File: src/shared/cisd_pkg.sv
package cisd_pkg;

  // ----------------------------------------------------------------------
  // Channel function codes
  // ----------------------------------------------------------------------
  localparam int           CISD_CHANNELS = 2;
  localparam logic [7:0]   FN_OFF        = 8'hFF;
  localparam logic [7:0]   FN_4M_27648   = 8'h30;
  localparam logic [7:0]   FN_0M_27648   = 8'h31;
  localparam logic [7:0]   FN_4M_16384   = 8'h40;
  localparam logic [7:0]   FN_0M_16384   = 8'h41;
  localparam logic [7:0]   FN_DEFAULT    = 8'h30;

  // ----------------------------------------------------------------------
  // Scaling: current in microamps, value = (I - offset) * full / span
  // ----------------------------------------------------------------------
  localparam logic signed [15:0] CEIL_27648  = 16'sh7EFF;
  localparam logic signed [15:0] FLOOR_27648 = 16'shED00;
  localparam logic signed [15:0] CEIL_16384  = 16'sh5000;
  localparam logic signed [15:0] FLOOR_16384 = 16'shF333;
  localparam longint             FULL_27648  = 27648;
  localparam longint             FULL_16384  = 16384;
  localparam longint             SPAN_0M_UA  = 20000;
  localparam longint             SPAN_4M_UA  = 16000;
  localparam logic signed [16:0] OFFS_4M_UA  = 17'sh00FA0;
  localparam int                 SCALE_FRAC  = 24;
  localparam longint             ONE_FIX     = longint'(1) << SCALE_FRAC;
  localparam logic signed [31:0] MUL_0M_27648 = 32'((FULL_27648 * ONE_FIX + SPAN_0M_UA / 2) / SPAN_0M_UA);
  localparam logic signed [31:0] MUL_0M_16384 = 32'((FULL_16384 * ONE_FIX + SPAN_0M_UA / 2) / SPAN_0M_UA);
  localparam logic signed [31:0] MUL_4M_27648 = 32'((FULL_27648 * ONE_FIX + SPAN_4M_UA / 2) / SPAN_4M_UA);
  localparam logic signed [31:0] MUL_4M_16384 = 32'((FULL_16384 * ONE_FIX + SPAN_4M_UA / 2) / SPAN_4M_UA);

  // ----------------------------------------------------------------------
  // Diagnostic record access and layout
  // ----------------------------------------------------------------------
  localparam logic [7:0]  REC_HEAD  = 8'h00;
  localparam logic [7:0]  REC_FULL  = 8'h01;
  localparam logic [7:0]  REC_FN0   = 8'h80;
  localparam logic [7:0]  REC_FN1   = 8'h81;
  localparam logic [15:0] IDX_HEAD  = 16'h2F00;
  localparam logic [15:0] IDX_FULL  = 16'h2F01;
  localparam logic [4:0]  LEN_HEAD  = 5'h04;
  localparam logic [4:0]  LEN_FULL  = 5'h14;
  localparam int          B_SUMMARY = 0;
  localparam int          B_MODINFO = 1;
  localparam int          B_SECOND  = 3;
  localparam int          B_CHKIND  = 4;
  localparam int          B_DIAG_BITS_PER_CHANNEL  = 5;
  localparam int          B_CHANNEL_COUNT   = 6;
  localparam int          B_CHANNEL_ERROR_SUMMARY   = 7;
  localparam int          B_CH0     = 8;
  localparam int          B_STAMP   = 16;
  localparam logic [7:0]  VAL_MODINFO = 8'h15;
  localparam logic [7:0]  VAL_CHKIND  = 8'h71;
  localparam logic [7:0]  VAL_DIAG_BITS_PER_CHANNEL  = 8'h08;
  localparam logic [7:0]  VAL_CHANNEL_COUNT   = 8'h02;

  // Bit positions
  localparam int SUM_MODFAIL  = 0;
  localparam int SUM_INTERNAL = 1;
  localparam int SUM_EXTERNAL = 2;
  localparam int SUM_CHANNEL  = 3;
  localparam int SUM_AUX      = 4;
  localparam int SUM_PARAM    = 7;
  localparam int CH_PARAM     = 0;
  localparam int CH_UNDER     = 6;
  localparam int CH_OVER      = 7;

  // ----------------------------------------------------------------------
  // Timing
  // ----------------------------------------------------------------------
  localparam int          CLK_PERIOD_NS = 10;
  localparam int          US_TICK_NS    = 1000;
  localparam logic [6:0]  US_TICK_CYC   = 7'(US_TICK_NS / CLK_PERIOD_NS);

endpackage : cisd_pkg

File: src/rtl/cisd_scaler.sv
`timescale 1ns/1ps
module cisd_scaler
  import cisd_pkg::*;
(
  input  wire logic        [7:0]  code_in,
  input  wire logic signed [15:0] current_in,
  output logic signed      [15:0] value_out,
  output logic                    over_out,
  output logic                    under_out
);

  logic signed [16:0] offs;
  logic signed [31:0] mul;
  logic signed [15:0] ceil_v;
  logic signed [15:0] floor_v;
  logic signed [16:0] diff;
  logic signed [48:0] prod;
  logic signed [48:0] rnd;
  logic signed [24:0] raw;

  // ----------------------------------------------------------------------
  // Range selection
  // ----------------------------------------------------------------------
  // Pick offset, fixed-point gain and limits for the active code
  always_comb begin
    offs    = '0;
    mul     = MUL_0M_27648;
    ceil_v  = CEIL_27648;
    floor_v = FLOOR_27648;
    case (code_in)
      FN_0M_27648: mul = MUL_0M_27648;
      FN_0M_16384: begin
        mul     = MUL_0M_16384;
        ceil_v  = CEIL_16384;
        floor_v = FLOOR_16384;
      end
      FN_4M_27648: begin
        offs = OFFS_4M_UA;
        mul  = MUL_4M_27648;
      end
      FN_4M_16384: begin
        offs    = OFFS_4M_UA;
        mul     = MUL_4M_16384;
        ceil_v  = CEIL_16384;
        floor_v = FLOOR_16384;
      end
      default: ;
    endcase
  end

  // ----------------------------------------------------------------------
  // Arithmetic and limits
  // ----------------------------------------------------------------------
  // Rounded product keeps full scale exact despite the reciprocal gain
  assign diff = 17'(current_in) - offs;
  assign prod = 49'(diff) * 49'(mul);
  assign rnd  = prod + (49'sd1 <<< (SCALE_FRAC - 1));
  assign raw  = rnd[48:SCALE_FRAC];

  // Values past the limits stick at the limit code and raise the flag
  always_comb begin
    over_out  = raw >= 25'(ceil_v);
    under_out = raw <= 25'(floor_v);
    if (over_out) begin
      value_out = ceil_v;
    end else if (under_out) begin
      value_out = floor_v;
    end else begin
      value_out = raw[15:0];
    end
  end

endmodule : cisd_scaler

File: src/rtl/cisd_top.sv
`timescale 1ns/1ps
// Behaviour
// - Code FFh disables channel, no scaling
// - Code 31h: 0..20 mA to 0..27648
// - 31h overrange ceiling 32511 at 23.52 mA
// - 31h underrange floor -4864 at -3.52 mA
// - Code 41h: 0..20 mA to 0..16384
// - 41h overrange ceiling 20480 at 25 mA
// - 41h underrange floor -3277 at -4 mA
// - Code 30h: 4..20 mA to 0..27648
// - 30h overrange 32511 at 22.81 mA
// - 30h underrange -4864 at 1.19 mA
// - Code 40h: 4..20 mA to 0..16384
// - 40h overrange 20480 at 24 mA
// - 40h underrange -3277 at 0.8 mA
// - No interrupt; error lights channel indicator, recorded
// - Record parameter, overflow and underflow errors
// - Record 01h full, 00h first 4 bytes
// - Index 2F01h full, 2F00h first 4
// - Fixed byte order of diagnostic record
// - Descriptive bytes fixed; error bytes reset zero
// - Summary bits 0..2: failure, internal, external
// - Summary bits 3,4,7; bits 6..5 zero
// - Channel byte bits 0, 6, 7
// - Microsecond timer wraps, stamped on events
module cisd_top
  import cisd_pkg::*;
#(
  parameter int VAL_W = 16
) (
  input  wire logic                    clk_in,
  input  wire logic                    rst_in,
  input  wire logic                    meas_valid_in,
  input  wire logic                    meas_chan_in,
  input  wire logic signed [VAL_W-1:0] meas_current_in,
  output logic                         meas_ready_out,
  output logic                         out_valid_out,
  input  wire logic                    out_ready_in,
  output logic                         out_chan_out,
  output logic signed      [VAL_W-1:0] out_value_out,
  input  wire logic                    rd_en_in,
  input  wire logic                    rd_by_index_in,
  input  wire logic        [7:0]       rd_record_in,
  input  wire logic        [15:0]      rd_index_in,
  input  wire logic        [4:0]       rd_byte_in,
  output logic                         rd_valid_out,
  output logic             [7:0]       rd_data_out,
  output logic                         rd_err_out,
  input  wire logic                    wr_en_in,
  input  wire logic        [7:0]       wr_record_in,
  input  wire logic        [7:0]       wr_data_in,
  input  wire logic                    fault_module_in,
  input  wire logic                    fault_internal_in,
  input  wire logic                    aux_missing_in,
  output logic             [1:0]       chan_led_out,
  output logic                         module_led_out
);

  // ----------------------------------------------------------------------
  // Helpers
  // ----------------------------------------------------------------------
  // A code is usable when it names one of the four scalings
  function automatic logic cisd_fn_known(input logic [7:0] code);
    cisd_fn_known = (code == FN_0M_27648) || (code == FN_0M_16384) ||
                    (code == FN_4M_27648) || (code == FN_4M_16384);
  endfunction : cisd_fn_known

  logic [7:0]              fn_q [CISD_CHANNELS];
  logic [7:0]              sel_fn;
  logic signed [VAL_W-1:0] sc_value;
  logic                    sc_over;
  logic                    sc_under;
  logic                    acc;
  logic                    push;
  logic                    head_v_q;
  logic                    head_c_q;
  logic signed [VAL_W-1:0] head_d_q;
  logic                    skid_v_q;
  logic                    skid_c_q;
  logic signed [VAL_W-1:0] skid_d_q;
  logic                    ready_q;
  logic [7:0]              channel_error_summary_q [CISD_CHANNELS];
  logic [7:0]              channel_error_summary_d [CISD_CHANNELS];
  logic [7:0]              summary_q;
  logic [7:0]              summary_d;
  logic [7:0]              chsum_d;
  logic [6:0]              div_q;
  logic                    us_tick;
  logic [31:0]             us_q;
  logic [31:0]             stamp_q;
  logic                    diag_event;
  logic [7:0]              rec_b [LEN_FULL];
  logic                    rd_full;
  logic                    rd_head;
  logic [1:0]              led_q;
  logic                    mled_q;
  logic                    rd_v_q;
  logic [7:0]              rd_d_q;
  logic                    rd_e_q;

  // ----------------------------------------------------------------------
  // Function codes
  // ----------------------------------------------------------------------
  // Parameter records 80h/81h set the codes; any byte is stored, odd
  // values are flagged as parameter errors rather than refused
  always_ff @(posedge clk_in) begin
    if (rst_in) begin
      fn_q[0] <= FN_DEFAULT;
      fn_q[1] <= FN_DEFAULT;
    end else if (wr_en_in && wr_record_in == REC_FN0) begin
      fn_q[0] <= wr_data_in;
    end else if (wr_en_in && wr_record_in == REC_FN1) begin
      fn_q[1] <= wr_data_in;
    end
  end

  // ----------------------------------------------------------------------
  // Scaling
  // ----------------------------------------------------------------------
  assign sel_fn = fn_q[meas_chan_in];

  cisd_scaler u_scaler (
    .code_in    (sel_fn),
    .current_in (meas_current_in),
    .value_out  (sc_value),
    .over_out   (sc_over),
    .under_out  (sc_under)
  );

  // Samples of disabled or misconfigured channels are swallowed
  assign acc  = meas_valid_in && ready_q;
  assign push = acc && cisd_fn_known(sel_fn);

  // ----------------------------------------------------------------------
  // Two-entry output buffer
  // ----------------------------------------------------------------------
  // Head drives the ports; skid catches the word taken while the
  // receiver stalls, so ready can stay a plain flop
  always_ff @(posedge clk_in) begin
    if (rst_in) begin
      head_v_q <= 1'b0;
      head_c_q <= 1'b0;
      head_d_q <= '0;
      skid_v_q <= 1'b0;
      skid_c_q <= 1'b0;
      skid_d_q <= '0;
    end else if (!head_v_q || out_ready_in) begin
      if (skid_v_q) begin
        head_v_q <= 1'b1;
        head_c_q <= skid_c_q;
        head_d_q <= skid_d_q;
        skid_v_q <= 1'b0;
      end else begin
        head_v_q <= push;
        head_c_q <= meas_chan_in;
        head_d_q <= sc_value;
      end
    end else if (push) begin
      skid_v_q <= 1'b1;
      skid_c_q <= meas_chan_in;
      skid_d_q <= sc_value;
    end
  end

  // Ready drops once the skid entry will be occupied
  always_ff @(posedge clk_in) begin
    if (rst_in) begin
      ready_q <= 1'b1;
    end else if (!head_v_q || out_ready_in) begin
      ready_q <= 1'b1;
    end else if (push || skid_v_q) begin
      ready_q <= 1'b0;
    end
  end

  // ----------------------------------------------------------------------
  // Channel error bytes
  // ----------------------------------------------------------------------
  // Range bits follow the latest sample, so they clear on a good one
  always_comb begin
    for (int c = 0; c < CISD_CHANNELS; c++) begin
      channel_error_summary_d[c] = channel_error_summary_q[c];
      channel_error_summary_d[c][CH_PARAM] = !cisd_fn_known(fn_q[c]) && fn_q[c] != FN_OFF;
      if (!cisd_fn_known(fn_q[c])) begin
        channel_error_summary_d[c][CH_OVER]  = 1'b0;
        channel_error_summary_d[c][CH_UNDER] = 1'b0;
      end else if (push && meas_chan_in == c[0]) begin
        channel_error_summary_d[c][CH_OVER]  = sc_over;
        channel_error_summary_d[c][CH_UNDER] = sc_under;
      end
    end
  end

  always_ff @(posedge clk_in) begin
    if (rst_in) begin
      channel_error_summary_q[0] <= '0;
      channel_error_summary_q[1] <= '0;
    end else begin
      channel_error_summary_q[0] <= channel_error_summary_d[0];
      channel_error_summary_q[1] <= channel_error_summary_d[1];
    end
  end

  // ----------------------------------------------------------------------
  // Summary byte
  // ----------------------------------------------------------------------
  // Range problems count as external errors; bits 6..5 stay zero
  always_comb begin
    summary_d = '0;
    for (int c = 0; c < CISD_CHANNELS; c++) begin
      chsum_d[c] = |channel_error_summary_d[c];
      summary_d[SUM_EXTERNAL] = summary_d[SUM_EXTERNAL] |
                                channel_error_summary_d[c][CH_OVER] | channel_error_summary_d[c][CH_UNDER];
      summary_d[SUM_PARAM] = summary_d[SUM_PARAM] | channel_error_summary_d[c][CH_PARAM];
    end
    chsum_d[7:CISD_CHANNELS]  = '0;
    summary_d[SUM_MODFAIL]    = fault_module_in;
    summary_d[SUM_INTERNAL]   = fault_internal_in;
    summary_d[SUM_CHANNEL]    = |chsum_d;
    summary_d[SUM_AUX]        = aux_missing_in;
  end

  always_ff @(posedge clk_in) begin
    if (rst_in) begin
      summary_q <= '0;
    end else begin
      summary_q <= summary_d;
    end
  end

  // ----------------------------------------------------------------------
  // Microsecond timer and event stamp
  // ----------------------------------------------------------------------
  // Divider gives the one-cycle microsecond enable
  always_ff @(posedge clk_in) begin
    if (rst_in || us_tick) begin
      div_q <= '0;
    end else begin
      div_q <= div_q + 7'h01;
    end
  end

  assign us_tick = div_q == US_TICK_CYC - 7'h01;

  // Natural 32-bit wrap returns the timer to zero
  always_ff @(posedge clk_in) begin
    if (rst_in) begin
      us_q <= '0;
    end else if (us_tick) begin
      us_q <= us_q + 32'h00000001;
    end
  end

  // Only a newly appearing error counts as a diagnostic event
  assign diag_event = |(summary_d & ~summary_q);

  always_ff @(posedge clk_in) begin
    if (rst_in) begin
      stamp_q <= '0;
    end else if (diag_event) begin
      stamp_q <= us_q;
    end
  end

  // ----------------------------------------------------------------------
  // Diagnostic record read
  // ----------------------------------------------------------------------
  // Byte image in record order; stamp is low byte first
  always_comb begin
    for (int b = 0; b < LEN_FULL; b++) begin
      rec_b[b] = '0;
    end
    rec_b[B_SUMMARY]  = summary_q;
    rec_b[B_MODINFO]  = VAL_MODINFO;
    rec_b[B_SECOND]   = '0;
    rec_b[B_CHKIND]   = VAL_CHKIND;
    rec_b[B_DIAG_BITS_PER_CHANNEL]   = VAL_DIAG_BITS_PER_CHANNEL;
    rec_b[B_CHANNEL_COUNT]    = VAL_CHANNEL_COUNT;
    rec_b[B_CHANNEL_ERROR_SUMMARY]    = {summary_q[SUM_CHANNEL] ? {6'h00, |channel_error_summary_q[1], |channel_error_summary_q[0]}
                                                : 8'h00};
    rec_b[B_CH0]      = channel_error_summary_q[0];
    rec_b[B_CH0 + 1]  = channel_error_summary_q[1];
    for (int k = 0; k < 4; k++) begin
      rec_b[B_STAMP + k] = stamp_q[8*k +: 8];
    end
  end

  // Record number or object index selects full record or its head
  always_comb begin
    if (rd_by_index_in) begin
      rd_full = rd_index_in == IDX_FULL;
      rd_head = rd_index_in == IDX_HEAD;
    end else begin
      rd_full = rd_record_in == REC_FULL;
      rd_head = rd_record_in == REC_HEAD;
    end
  end

  // Answer one cycle after the request; unknown records or bytes past the record end flag
  always_ff @(posedge clk_in) begin
    if (rst_in) begin
      rd_v_q <= 1'b0;
      rd_d_q <= '0;
      rd_e_q <= 1'b0;
    end else begin
      rd_v_q <= rd_en_in;
      if (rd_en_in && ((rd_full && rd_byte_in < LEN_FULL) ||
                       (rd_head && rd_byte_in < LEN_HEAD))) begin
        rd_d_q <= rec_b[rd_byte_in];
        rd_e_q <= 1'b0;
      end else if (rd_en_in) begin
        rd_d_q <= '0;
        rd_e_q <= 1'b1;
      end
    end
  end

  // ----------------------------------------------------------------------
  // Indicators
  // ----------------------------------------------------------------------
  // Errors only light indicators; there is deliberately no interrupt
  always_ff @(posedge clk_in) begin
    if (rst_in) begin
      led_q  <= '0;
      mled_q <= 1'b0;
    end else begin
      led_q  <= chsum_d[1:0];
      mled_q <= |summary_d;
    end
  end

  // ----------------------------------------------------------------------
  // Outputs
  // ----------------------------------------------------------------------
  assign meas_ready_out = ready_q;
  assign out_valid_out  = head_v_q;
  assign out_chan_out   = head_c_q;
  assign out_value_out  = head_d_q;
  assign rd_valid_out   = rd_v_q;
  assign rd_data_out    = rd_d_q;
  assign rd_err_out     = rd_e_q;
  assign chan_led_out   = led_q;
  assign module_led_out = mled_q;

  // ----------------------------------------------------------------------
  // Assertions
  // ----------------------------------------------------------------------
  disabled_drop_a : assert property (@(posedge clk_in) disable iff (rst_in)
    (acc && sel_fn == FN_OFF && !head_v_q && !skid_v_q) |=> !head_v_q)
    else $error("Disabled channel sample entered buffer");

  nominal_top_a : assert property (@(posedge clk_in) disable iff (rst_in)
    (sel_fn == FN_0M_27648 && meas_current_in == 16'sd20000) |-> sc_value == 16'sd27648)
    else $error("20 mA did not scale to 27648");

  ceil_clamp_a : assert property (@(posedge clk_in) disable iff (rst_in)
    (sel_fn == FN_0M_27648 && meas_current_in >= 16'sd23520) |-> sc_value == CEIL_27648)
    else $error("Overrange did not stick at 32511");

  floor_clamp_a : assert property (@(posedge clk_in) disable iff (rst_in)
    (sel_fn == FN_0M_16384 && meas_current_in <= -16'sd4000) |-> sc_value == FLOOR_16384)
    else $error("Underrange did not stick at -3277");

  offset_zero_a : assert property (@(posedge clk_in) disable iff (rst_in)
    (sel_fn == FN_4M_16384 && meas_current_in == 16'sd4000) |-> sc_value == 16'sd0)
    else $error("4 mA did not scale to zero");

  over_flag_a : assert property (@(posedge clk_in) disable iff (rst_in)
    (push && !meas_chan_in && sc_over) |=> channel_error_summary_q[0][CH_OVER] && summary_q[SUM_CHANNEL])
    else $error("Overflow not recorded for channel 0");

  led_follow_a : assert property (@(posedge clk_in) disable iff (rst_in)
    (channel_error_summary_q[1] == 8'h00 && $stable(channel_error_summary_q[1])) |-> !chan_led_out[1])
    else $error("Indicator lit without channel error");

  head_len_a : assert property (@(posedge clk_in) disable iff (rst_in)
    (rd_en_in && !rd_by_index_in && rd_record_in == REC_HEAD && rd_byte_in >= LEN_HEAD)
    |=> rd_valid_out && rd_err_out)
    else $error("Head record read past its fourth byte");

  fixed_byte_a : assert property (@(posedge clk_in) disable iff (rst_in)
    (rd_en_in && rd_by_index_in && rd_index_in == IDX_FULL && rd_byte_in == 5'h04)
    |=> rd_data_out == VAL_CHKIND && !rd_err_out)
    else $error("Channel kind byte wrong");

  timer_step_a : assert property (@(posedge clk_in) disable iff (rst_in)
    us_tick |=> us_q == $past(us_q) + 32'h00000001)
    else $error("Microsecond timer did not advance");

endmodule : cisd_top

File: config.mk
export PLATFORM = sky130hd
export DESIGN_NAME = cisd_top
export DESIGN_NICKNAME = d
export VERILOG_FILES = /design/src/shared/cisd_pkg.sv /design/src/rtl/cisd_scaler.sv /design/src/rtl/cisd_top.sv
export SDC_FILE = /design/constraint.sdc
export NUM_CORES = 1
export LEC_CHECK = 0
export ABC_AREA = 1
export BUFFER_PORTS_ARGS = -buffer_cell sky130_fd_sc_hd__clkbuf_2
export CORE_ASPECT_RATIO = 0.75
export CORE_UTILIZATION = 49
export CTS_CLUSTER_SIZE = 10
export DETAILED_ROUTE_END_ITERATION = 16
export PLACE_DENSITY_LB_ADDON = 0.25
export SLEW_MARGIN = 10
export SYNTH_ARGS = -nofsm -noshare
export SYNTH_HDL_FRONTEND = slang
export SYNTH_SLANG_ARGS = --single-unit
File: constraint.sdc
create_clock -name clk_in -period 13.94 [get_ports clk_in]
set_input_delay 1.394 -clock clk_in [delete_from_list [all_inputs] [get_ports clk_in]]
set_output_delay 1.394 -clock clk_in [all_outputs]
set_load 0.01 [all_outputs]
==> reports/metrics.yaml, run 1 <==
hpwlAfterDp_um: 57200
synth_area_um2: 21800
die_h_um: 185
synth_compound_area_frac: 0.0759
postSynthCellCount: 2896
max-slew-margin-rel: 0.226
area.growth.synth_to_final_pct: 8.79
worstPathMaxFanout: 16
wl_um: 67400
yosys_warnings: 0
crit_path_frequent_cell: "nand2_1"
synth_top_area_cell: "fa_1"
gp_congestion: 0.988
crit_required_ns: 14.27
worstMarginPinSlew_ns: 1.15
yosysUniqueCellTypes: 59
track_usage: 0.312
grt_max_degree: 69
drtIter0Drc: 1753
synthAdderAreaFrac: 0.407
worst_hold_slack_ns: 0.452
crit_type: "input port to flip-flop"
synth_xor_area_frac: 0.00522
fin_crit_ns: 13.02
clock_skew_ns: 0.0125
tns_ns: 0
cts_max_path_buffers: 2
critPathSlowestCell: "fa_2"
post_drt_wl_per_cell_um: 18.8
worst_skew_pair.late_latency_ns: 0.44
cts_sinks: 149
vias: 18939
max_stage_delay_ns: 0.66
final-setup-viol-count: 0
drive_gt1_frac: 0.0899
antenna_found_initial: 1
max_clock_freq_mhz: 76.8
outcome: "complete, no violations"
synth_top_family_by_area: "adder cells"
cts_max_level: 4
grt_pass1_vias: 18831
die_w_um: 246
nNetsFinal: 3581
cts_buffers: 17
die_area_um2: 45400
drv_slew: 0
drt_first_pass_iters: 6
synthArstFlopShare: 0
cp-start-kind: "input port"
syn_nets: 3475
yosysTopAreaCellShare: 0.309
grt_overflow: 0
root_buffer: "clkbuf_16"
start_util: 0.500
fin_crit_sh: 0.934
cap_violations: 0
core_um2: 43600
hold_class: "flip-flop to flip-flop"
synth-seq-cells: 149
synthMuxAreaShare: 0
synth-edff-count: 16
critical_path_arrival_ns: 13.35
path_clk_slew_ns: 0.06
synth.area.top_cells: "fa_1 (31%), inv_1 (13%), dfxtp_1 (12%)"
synth-simple-area-share: 0.229
hold_viol_final: 0
diodes: 0
cts_tree: "built"
route.detailed.drc: 0
ys_seq_area_frac: 0.144
pin_count: 104
grt_pass1_wl_um: 106000
rows: 66
io_buffers: 103
avgSynthCellArea_um2: 7.53
ys.flop_type: "dfxtp_1"
viasPerCell: 5.27
ant_nets: 0
endpoint_kind: "flip-flop"
-- final timing paths --
path                                                    start  cells past startpoint  slack, ns                       endpoint
worst min-delay path            out_value_out[1]$_SDFFE_PP0P_                      2       0.45  out_value_out[1]$_SDFFE_PP0P_
worst max register to register           fn_q[1][6]$_DFFE_PP_                     69       1.78       stamp_q[27]$_SDFFE_PP0P_
worst max-delay path                             meas_chan_in                     71       0.92       stamp_q[27]$_SDFFE_PP0P_
worst min register to register  out_value_out[1]$_SDFFE_PP0P_                      2       0.45  out_value_out[1]$_SDFFE_PP0P_
-- registers in the layout (all words and copies together), names as in the netlist --
name                     cells
chan_led_out                 2
channel_error_summary_q      6
div_q                        7
fn_q                        16
meas_ready_out               1
module_led_out               1
out_chan_out                 1
out_valid_out                1
out_value_out               16
rd_data_out                  8
rd_err_out                   1
rd_valid_out                 1
skid_c_q                     1
skid_d_q                    16
skid_v_q                     1
stamp_q                     32
summary_q                    6
us_q                        32
-- worst max-delay path: cells and delay by family --
family | cells | cell delay [ns]
AO/OA/AOI/OAI | 3 | 0.56
XOR/XNOR | 1 | 0.22
adder cells (fa/ha/maj) | 10 | 4.28
buffers and inverters | 15 | 1.67
AND/OR/NAND/NOR | 42 | 5.17
-- kinds of logic (layout without fill, tap and decap cells) --
logic type / Yosys count / after routing
AND/OR/NAND/NOR: 1144 / 1147
flip-flops: 149 / 149
adder cells (fa/ha/maj): 507 / 507
AO/OA/AOI/OAI: 288 / 288
XOR/XNOR: 13 / 13
buffers and inverters: 795 / 910
-- timing repair --
item,4_1_cts,5_1_grt
buffers inserted,0,3
endpoints found under the hold margin,0,0
hold buffers,0,0
gates resized for setup,0,15
setup endpoints to repair,0,34
-- cell type report --
class                           count  area, um2
Clock buffer                       20        458
Clock inverter                     11        124
Fill cell                        4188      19900
Inverter                          745       2800
Multi-Input combinational cell   1955      15700
Sequential cell                   149       3140
Tap cell                          578        723
Timing Repair Buffer              134        764
-- stage by stage --
step | std cells | setup slack (ns) | area [um2] | utilization
after floorplan | 2896 | 1.09 | 21800 | -
after CTS | 3586 | 0.749 | 23600 | 0.541
after detailed placement | 3555 | 0.354 | 23000 | 0.528
after global routing | 3592 | -0.00548 | 23700 | 0.544
final | 3592 | 0.920 | 23700 | 0.544
after global placement | 3555 | 0.619 | 23000 | 0.528
-- metal layers --
layer,part of all wire,track usage,vias to the layer above
met2,0.39,0.429,825
met3,0.12,0.107,60
met4,0.014,0.0499,0
met1,0.48,0.471,9082
met5,0,0,-
li1,-,-,8972
-- cells in the final DEF (no fill, tap or decap), drive strengths merged, types with 3 or more instances in the layout --
| cell type | netlist | layout |
|---|---|---|
| inv | 737 | 739 |
| nand2 | 559 | 559 |
| nor2 | 381 | 384 |
| fa | 337 | 337 |
| ha | 170 | 170 |
| dfxtp | 133 | 133 |
| clkbuf | 36 | 123 |
| a21oi | 117 | 117 |
| nand3 | 102 | 102 |
| o21ai | 101 | 101 |
| nor3 | 34 | 34 |
| nand4 | 32 | 32 |
| buf | 14 | 31 |
| edfxtp | 16 | 16 |
| nor4 | 14 | 14 |
| clkinv | 8 | 14 |
| o211ai | 13 | 13 |
| o21bai | 10 | 10 |
| a31oi | 8 | 8 |
| xnor2 | 8 | 8 |
| a21o | 7 | 7 |
| or2 | 7 | 7 |
| o221ai | 6 | 6 |
| o21a | 5 | 5 |
| nand3b | 5 | 5 |
| xor2 | 5 | 5 |
| nor3b | 4 | 4 |
| a21boi | 3 | 3 |
| a221oi | 3 | 3 |
-- synth_stat cells (4+ instances only) --
library cell and instances:
a21o_1 7, a21oi_1 111, a21oi_2 6, a31oi_1 8, buf_1 4, buf_4 6, buf_6 4, clkbuf_1 36
clkinv_1 8, dfxtp_1 133, edfxtp_1 16, fa_1 337, ha_1 170, inv_1 729, inv_2 8, nand2_1 528
nand2_2 26, nand2_4 5, nand3_1 93, nand3_2 7, nand3b_1 5, nand4_1 32, nor2_1 357, nor2_2 12
nor2_4 11, nor3_1 29, nor3_2 5, nor4_1 12, o211ai_1 13, o21a_1 5, o21ai_0 96, o21ai_1 4
o21bai_1 10, o221ai_1 6, or2_2 7, xnor2_1 8, xor2_1 5
Power of run 1 is not shown: default switching activity piles up to over one toggle a cycle in this logic, so the estimate is an artifact.
==> inputs of run 2 (changes only) <==
- REMOVE_ABC_BUFFERS: unset -> 1
==> reports/metrics.yaml, run 2 (same netlist as run 1, synthesis figures left out) <==
outcome: "complete, no violations"  # unchanged
grt_pass1_wl_um: 108000  # was 106000 um
cts_tree: "built"  # unchanged
nFillCells: 4206  # was 4188
fin_crit_ns: 13.04  # was 13.02 ns
max_stage_delay_ns: 0.61  # was 0.66 ns
diodes: 0  # unchanged
critical_path_arrival_ns: 13.36  # was 13.35 ns
pin_count: 104  # unchanged
nNetsFinal: 3589  # was 3581
cts_sinks: 149  # unchanged
cts_buffers: 17  # unchanged
route.detailed.drc: 0  # unchanged
max-slew-margin-rel: 0.280  # was 0.226
root_buffer: "clkbuf_16"  # unchanged
crit_path_frequent_cell: "nand2_1"  # unchanged
io_buffers: 103  # unchanged
antenna_found_initial: 0  # was 1
layout_common_cells: "inv_1 (728), nand2_1 (527), nor2_1 (351), fa_1 (332), ha_1 (169)"  # was inv_1 (728), nand2_1 (526), nor2_1 (355), fa_1 (336), ha_1 (170)
area.growth.synth_to_final_pct: 9.21  # was 8.79%
hpwlAfterDp_um: 57200  # about the same
instances_no_fill: 3601  # was 3592
layout_commonest_cell: "inv_1"  # unchanged
grt_overflow: 0  # unchanged
clock_skew_ns: 0.00747  # was 0.0125 ns
fin_crit_sh: 0.936  # was 0.934
die_area_um2: 45400  # unchanged
start_util: 0.500  # unchanged
ant_nets: 0  # unchanged
worstPathMaxFanout: 16  # unchanged
drive_gt1_frac: 0.0956  # was 0.0899
post_drt_wl_per_cell_um: 18.7  # was 18.8 um
dp_cells: 3565  # was 3555
rsz0062_at_grt: "false"
drtIter0Drc: 1860  # was 1753
rows: 66  # unchanged
grt_max_degree: 71  # was 69
reg.largest.list: "stamp_q: 32 flops, us_q: 32 flops"  # unchanged
hold_viol_final: 0  # unchanged
viasPerCell: 5.24  # was 5.27
endpoint_kind: "flip-flop"  # unchanged
path_clk_slew_ns: 0.06  # about the same
core_um2: 43600  # unchanged
track_usage: 0.313  # was 0.312
crit_type: "input port to flip-flop"  # unchanged
die_w_um: 246  # unchanged
die_h_um: 185  # unchanged
gp_congestion: 0.996  # was 0.988
grt_pass1_vias: 18982  # was 18831
cts_max_level: 4  # unchanged
drt_first_pass_iters: 6  # unchanged
cap_violations: 0  # unchanged
wl_um: 67300  # was 67400 um
critPathSlowestCell: "fa_1"  # was fa_2
cp-start-kind: "input port"  # unchanged
drv_slew: 0  # unchanged
hold_class: "flip-flop to flip-flop"  # unchanged
worst_skew_pair.late_latency_ns: 0.43  # was 0.44 ns
final-setup-viol-count: 0  # unchanged
crit_required_ns: 14.26  # was 14.27 ns
cts_hold_buf: 0  # unchanged
cts_max_path_buffers: 2  # unchanged
worstMarginPinSlew_ns: 1.07  # was 1.15 ns
max_clock_freq_mhz: 76.7  # was 76.8 MHz
vias: 18861  # was 18939
==> run 2: cell types whose count changed in the layout (fill, tap and decap cells not counted), sizes merged <==
cell	previous run	this run
buf	31	41
nor2	384	382
bufinv	2	3
clkbuf	123	124
clkinv	14	13
clkinvlp	1	2
inv	739	738
==> run 2: timing repair <==
action                                  4_1_cts  5_1_grt
endpoints found under the setup margin        0       49
buffers inserted                              0        3
resized for setup                             0       19
==> run 2: metal layers <==
| metal | track usage | routed length (um) | part of all wire | up-vias |
|---|---|---|---|---|
| met3 | 0.0994 | 7270 | 0.11 | 57 |
| met5 | 0 | 0 | 0 | - |
| li1 | - | - | - | 8996 |
| met4 | 0.0472 | 872 | 0.013 | 0 |
| met2 | 0.431 | 26900 | 0.40 | 741 |
| met1 | 0.479 | 32300 | 0.48 | 9067 |
==> run 2: per-stage QoR <==
stage | util | area [um2] | setup TNS (ns) | setup WS [ns] | hold slack, ns
floorplan | - | 21600 | -4.83 | -0.151 | 0.418
global placement | 0.530 | 23100 | 0 | 0.697 | 0.431
detailed placement | 0.530 | 23100 | 0 | 0.412 | 0.447
CTS | 0.544 | 23700 | 0 | 0.830 | 0.461
global route | 0.546 | 23800 | 0 | 0.00801 | 0.478
finish | 0.546 | 23800 | 0 | 0.897 | 0.460
==> run 2: final cells by class <==
cell class / instances / area (um2) / area share
Clock buffer: 21 / 472 / 0.0198
Clock inverter: 11 / 148 / 0.00620
Inverter: 745 / 2800 / 0.118
Multi-Input combinational cell: 1953 / 15700 / 0.659
Sequential cell: 149 / 3140 / 0.132
Tap cell: 578 / 723 / 0.0304
Timing Repair Buffer: 144 / 827 / 0.0347
==> run 2: final timing paths <==
check | from | to | slack [ns] | depth (start not counted)
worst max-delay path | meas_chan_in | stamp_q[8]$_SDFFE_PP0P_ | 0.90 | 64
worst min-delay path | div_q[0]$_SDFF_PP0_ | div_q[0]$_SDFF_PP0_ | 0.46 | 1
worst max register to register | fn_q[0][5]$_DFFE_PP_ | stamp_q[8]$_SDFFE_PP0P_ | 1.74 | 61
worst min register to register | div_q[0]$_SDFF_PP0_ | div_q[0]$_SDFF_PP0_ | 0.46 | 1
==> run 2: critical path: cells and delay by family <==
family | cells | cell delay, ns
compound gates | 4 | 0.85
xor+xnor | 1 | 0.32
fa+ha+maj | 10 | 4.37
buf+inv | 13 | 1.44
simple gates | 36 | 4.93
Power of run 2 is left out for the same reason.
==> inputs of run 3 (changes only) <==
- clock period: 13.94 -> 16.7 ns (I/O delays scaled with it)
==> reports/metrics.yaml, run 3 (same netlist as run 1, synthesis figures left out) <==
outcome: "complete, no violations"  # unchanged
critical_path_arrival_ns: 15.07  # was 13.36 ns
die_w_um: 246  # unchanged
post_drt_wl_per_cell_um: 18.3  # was 18.7 um
nNetsFinal: 3563  # was 3589
cts_max_level: 4  # unchanged
cap_violations: 0  # unchanged
path_clk_slew_ns: 0.06  # about the same
layout_common_cells: "inv_1 (729), nand2_1 (528), nor2_1 (355), fa_1 (337), ha_1 (170)"  # was inv_1 (728), nand2_1 (527), nor2_1 (351), fa_1 (332), ha_1 (169)
drtIter0Drc: 1816  # was 1860
antenna_found_initial: 1  # was 0
final-setup-viol-count: 0  # unchanged
cts_sinks: 149  # unchanged
cts_buffers: 17  # unchanged
die_area_um2: 45400  # unchanged
track_usage: 0.304  # was 0.313
ant_nets: 0  # unchanged
cts_tree: "built"  # unchanged
cts_hold_buf: 0  # unchanged
route.detailed.drc: 0  # unchanged
fin_crit_ns: 14.71
endpoint_kind: "flip-flop"  # unchanged
fin_crit_sh: 0.881
crit_required_ns: 17.06  # was 14.26 ns
wl_um: 65500  # was 67300 um
clock_skew_ns: 0.0111  # was 0.00747 ns
cp-start-kind: "input port"  # unchanged
start_util: 0.500  # unchanged
hold_class: "flip-flop to flip-flop"  # unchanged
viasPerCell: 5.25  # was 5.24
worstPathMaxFanout: 32  # was 16
r2r_cells: 67  # was 61
critPathSlowestCell: "nand2_1"  # was fa_1
max_stage_delay_ns: 0.62  # was 0.61 ns
worst-path-buf-inv: 16  # was 13
tns_ns: 0  # unchanged
max-slew-margin-rel: 0.242  # was 0.280
crit_cells: 71  # was 64
root_buffer: "clkbuf_16"  # unchanged
rsz0062_at_grt: "false"  # unchanged
crit_type: "input port to flip-flop"  # unchanged
cts_max_path_buffers: 2  # unchanged
whs_path_depth: 1  # unchanged
crit_path_frequent_cell: "nand2_1"  # unchanged
max_clock_freq_mhz: 68.0
rows: 66  # unchanged
die_h_um: 185  # unchanged
post_cts_buffers: 0  # unchanged
pin_count: 104  # unchanged
drt_first_pass_iters: 6  # unchanged
nFillCells: 4257  # was 4206
core_um2: 43600  # unchanged
io_buffers: 103  # unchanged
reg.largest.list: "stamp_q: 32 flops, us_q: 32 flops"  # unchanged
drive_gt1_frac: 0.0831  # was 0.0956
grt_pass1_wl_um: 105000  # was 108000 um
drv_slew: 0  # unchanged
hpwlAfterDp_um: 56200  # was 57200 um
critPathTopFamily: "simple AND/OR/NAND/NOR gates"  # unchanged
worstMarginPinSlew_ns: 1.13  # was 1.07 ns
vias: 18765  # was 18861
gp_congestion: 0.989  # was 0.996
worst_skew_pair.late_latency_ns: 0.44  # was 0.43 ns
grt_pass1_vias: 18561  # was 18982
area.growth.synth_to_final_pct: 7.80  # was 9.21%
layout_commonest_cell: "inv_1"  # unchanged
hold_viol_final: 0  # unchanged
grt_overflow: 0  # unchanged
cts_resized: 0  # unchanged
grt_max_degree: 64  # was 71
-- run 3: metrics by stage --
step	util	instance area (um2)	instances	hold WS (ns)	worst slack (ns)
2_1_floorplan	-	21600	2846	0.418	2.33
3_3_place_gp	0.526	22900	3543	0.430	1.90
3_5_place_dp	0.526	22900	3543	0.444	1.71
4_1_cts	0.539	23500	3575	0.456	2.11
5_1_grt	0.539	23500	3575	0.469	0.896
6_report	0.539	23500	3576	0.451	1.99
-- run 3: area by class of cell --
type	count	area [um2]	area share
Multi-Input combinational cell	1952	15600	0.665
Sequential cell	149	3140	0.134
Inverter	745	2800	0.119
Tap cell	578	723	0.0308
Timing Repair Buffer	119	636	0.0270
Clock buffer	19	464	0.0197
Clock inverter	13	111	0.00474
Antenna cell	1	2.50	0.000106
-- run 3: per-layer routing --
layer,up-vias,wire length [um],track usage
li1,8931,-,-
met1,9048,32100,0.478
met2,733,25400,0.406
met3,53,7430,0.0960
met4,0,573,0.0388
met5,-,0,0
-- run 3: worst paths after layout --
kind	slack, ns	start	to
setup / recovery	1.99	meas_chan_in	stamp_q[7]$_SDFFE_PP0P_
hold / removal	0.45	div_q[0]$_SDFF_PP0_	div_q[0]$_SDFF_PP0_
setup reg to reg	3.13	fn_q[0][5]$_DFFE_PP_	stamp_q[7]$_SDFFE_PP0P_
hold reg to reg	0.45	div_q[0]$_SDFF_PP0_	div_q[0]$_SDFF_PP0_
Power of run 3 is left out for the same reason.
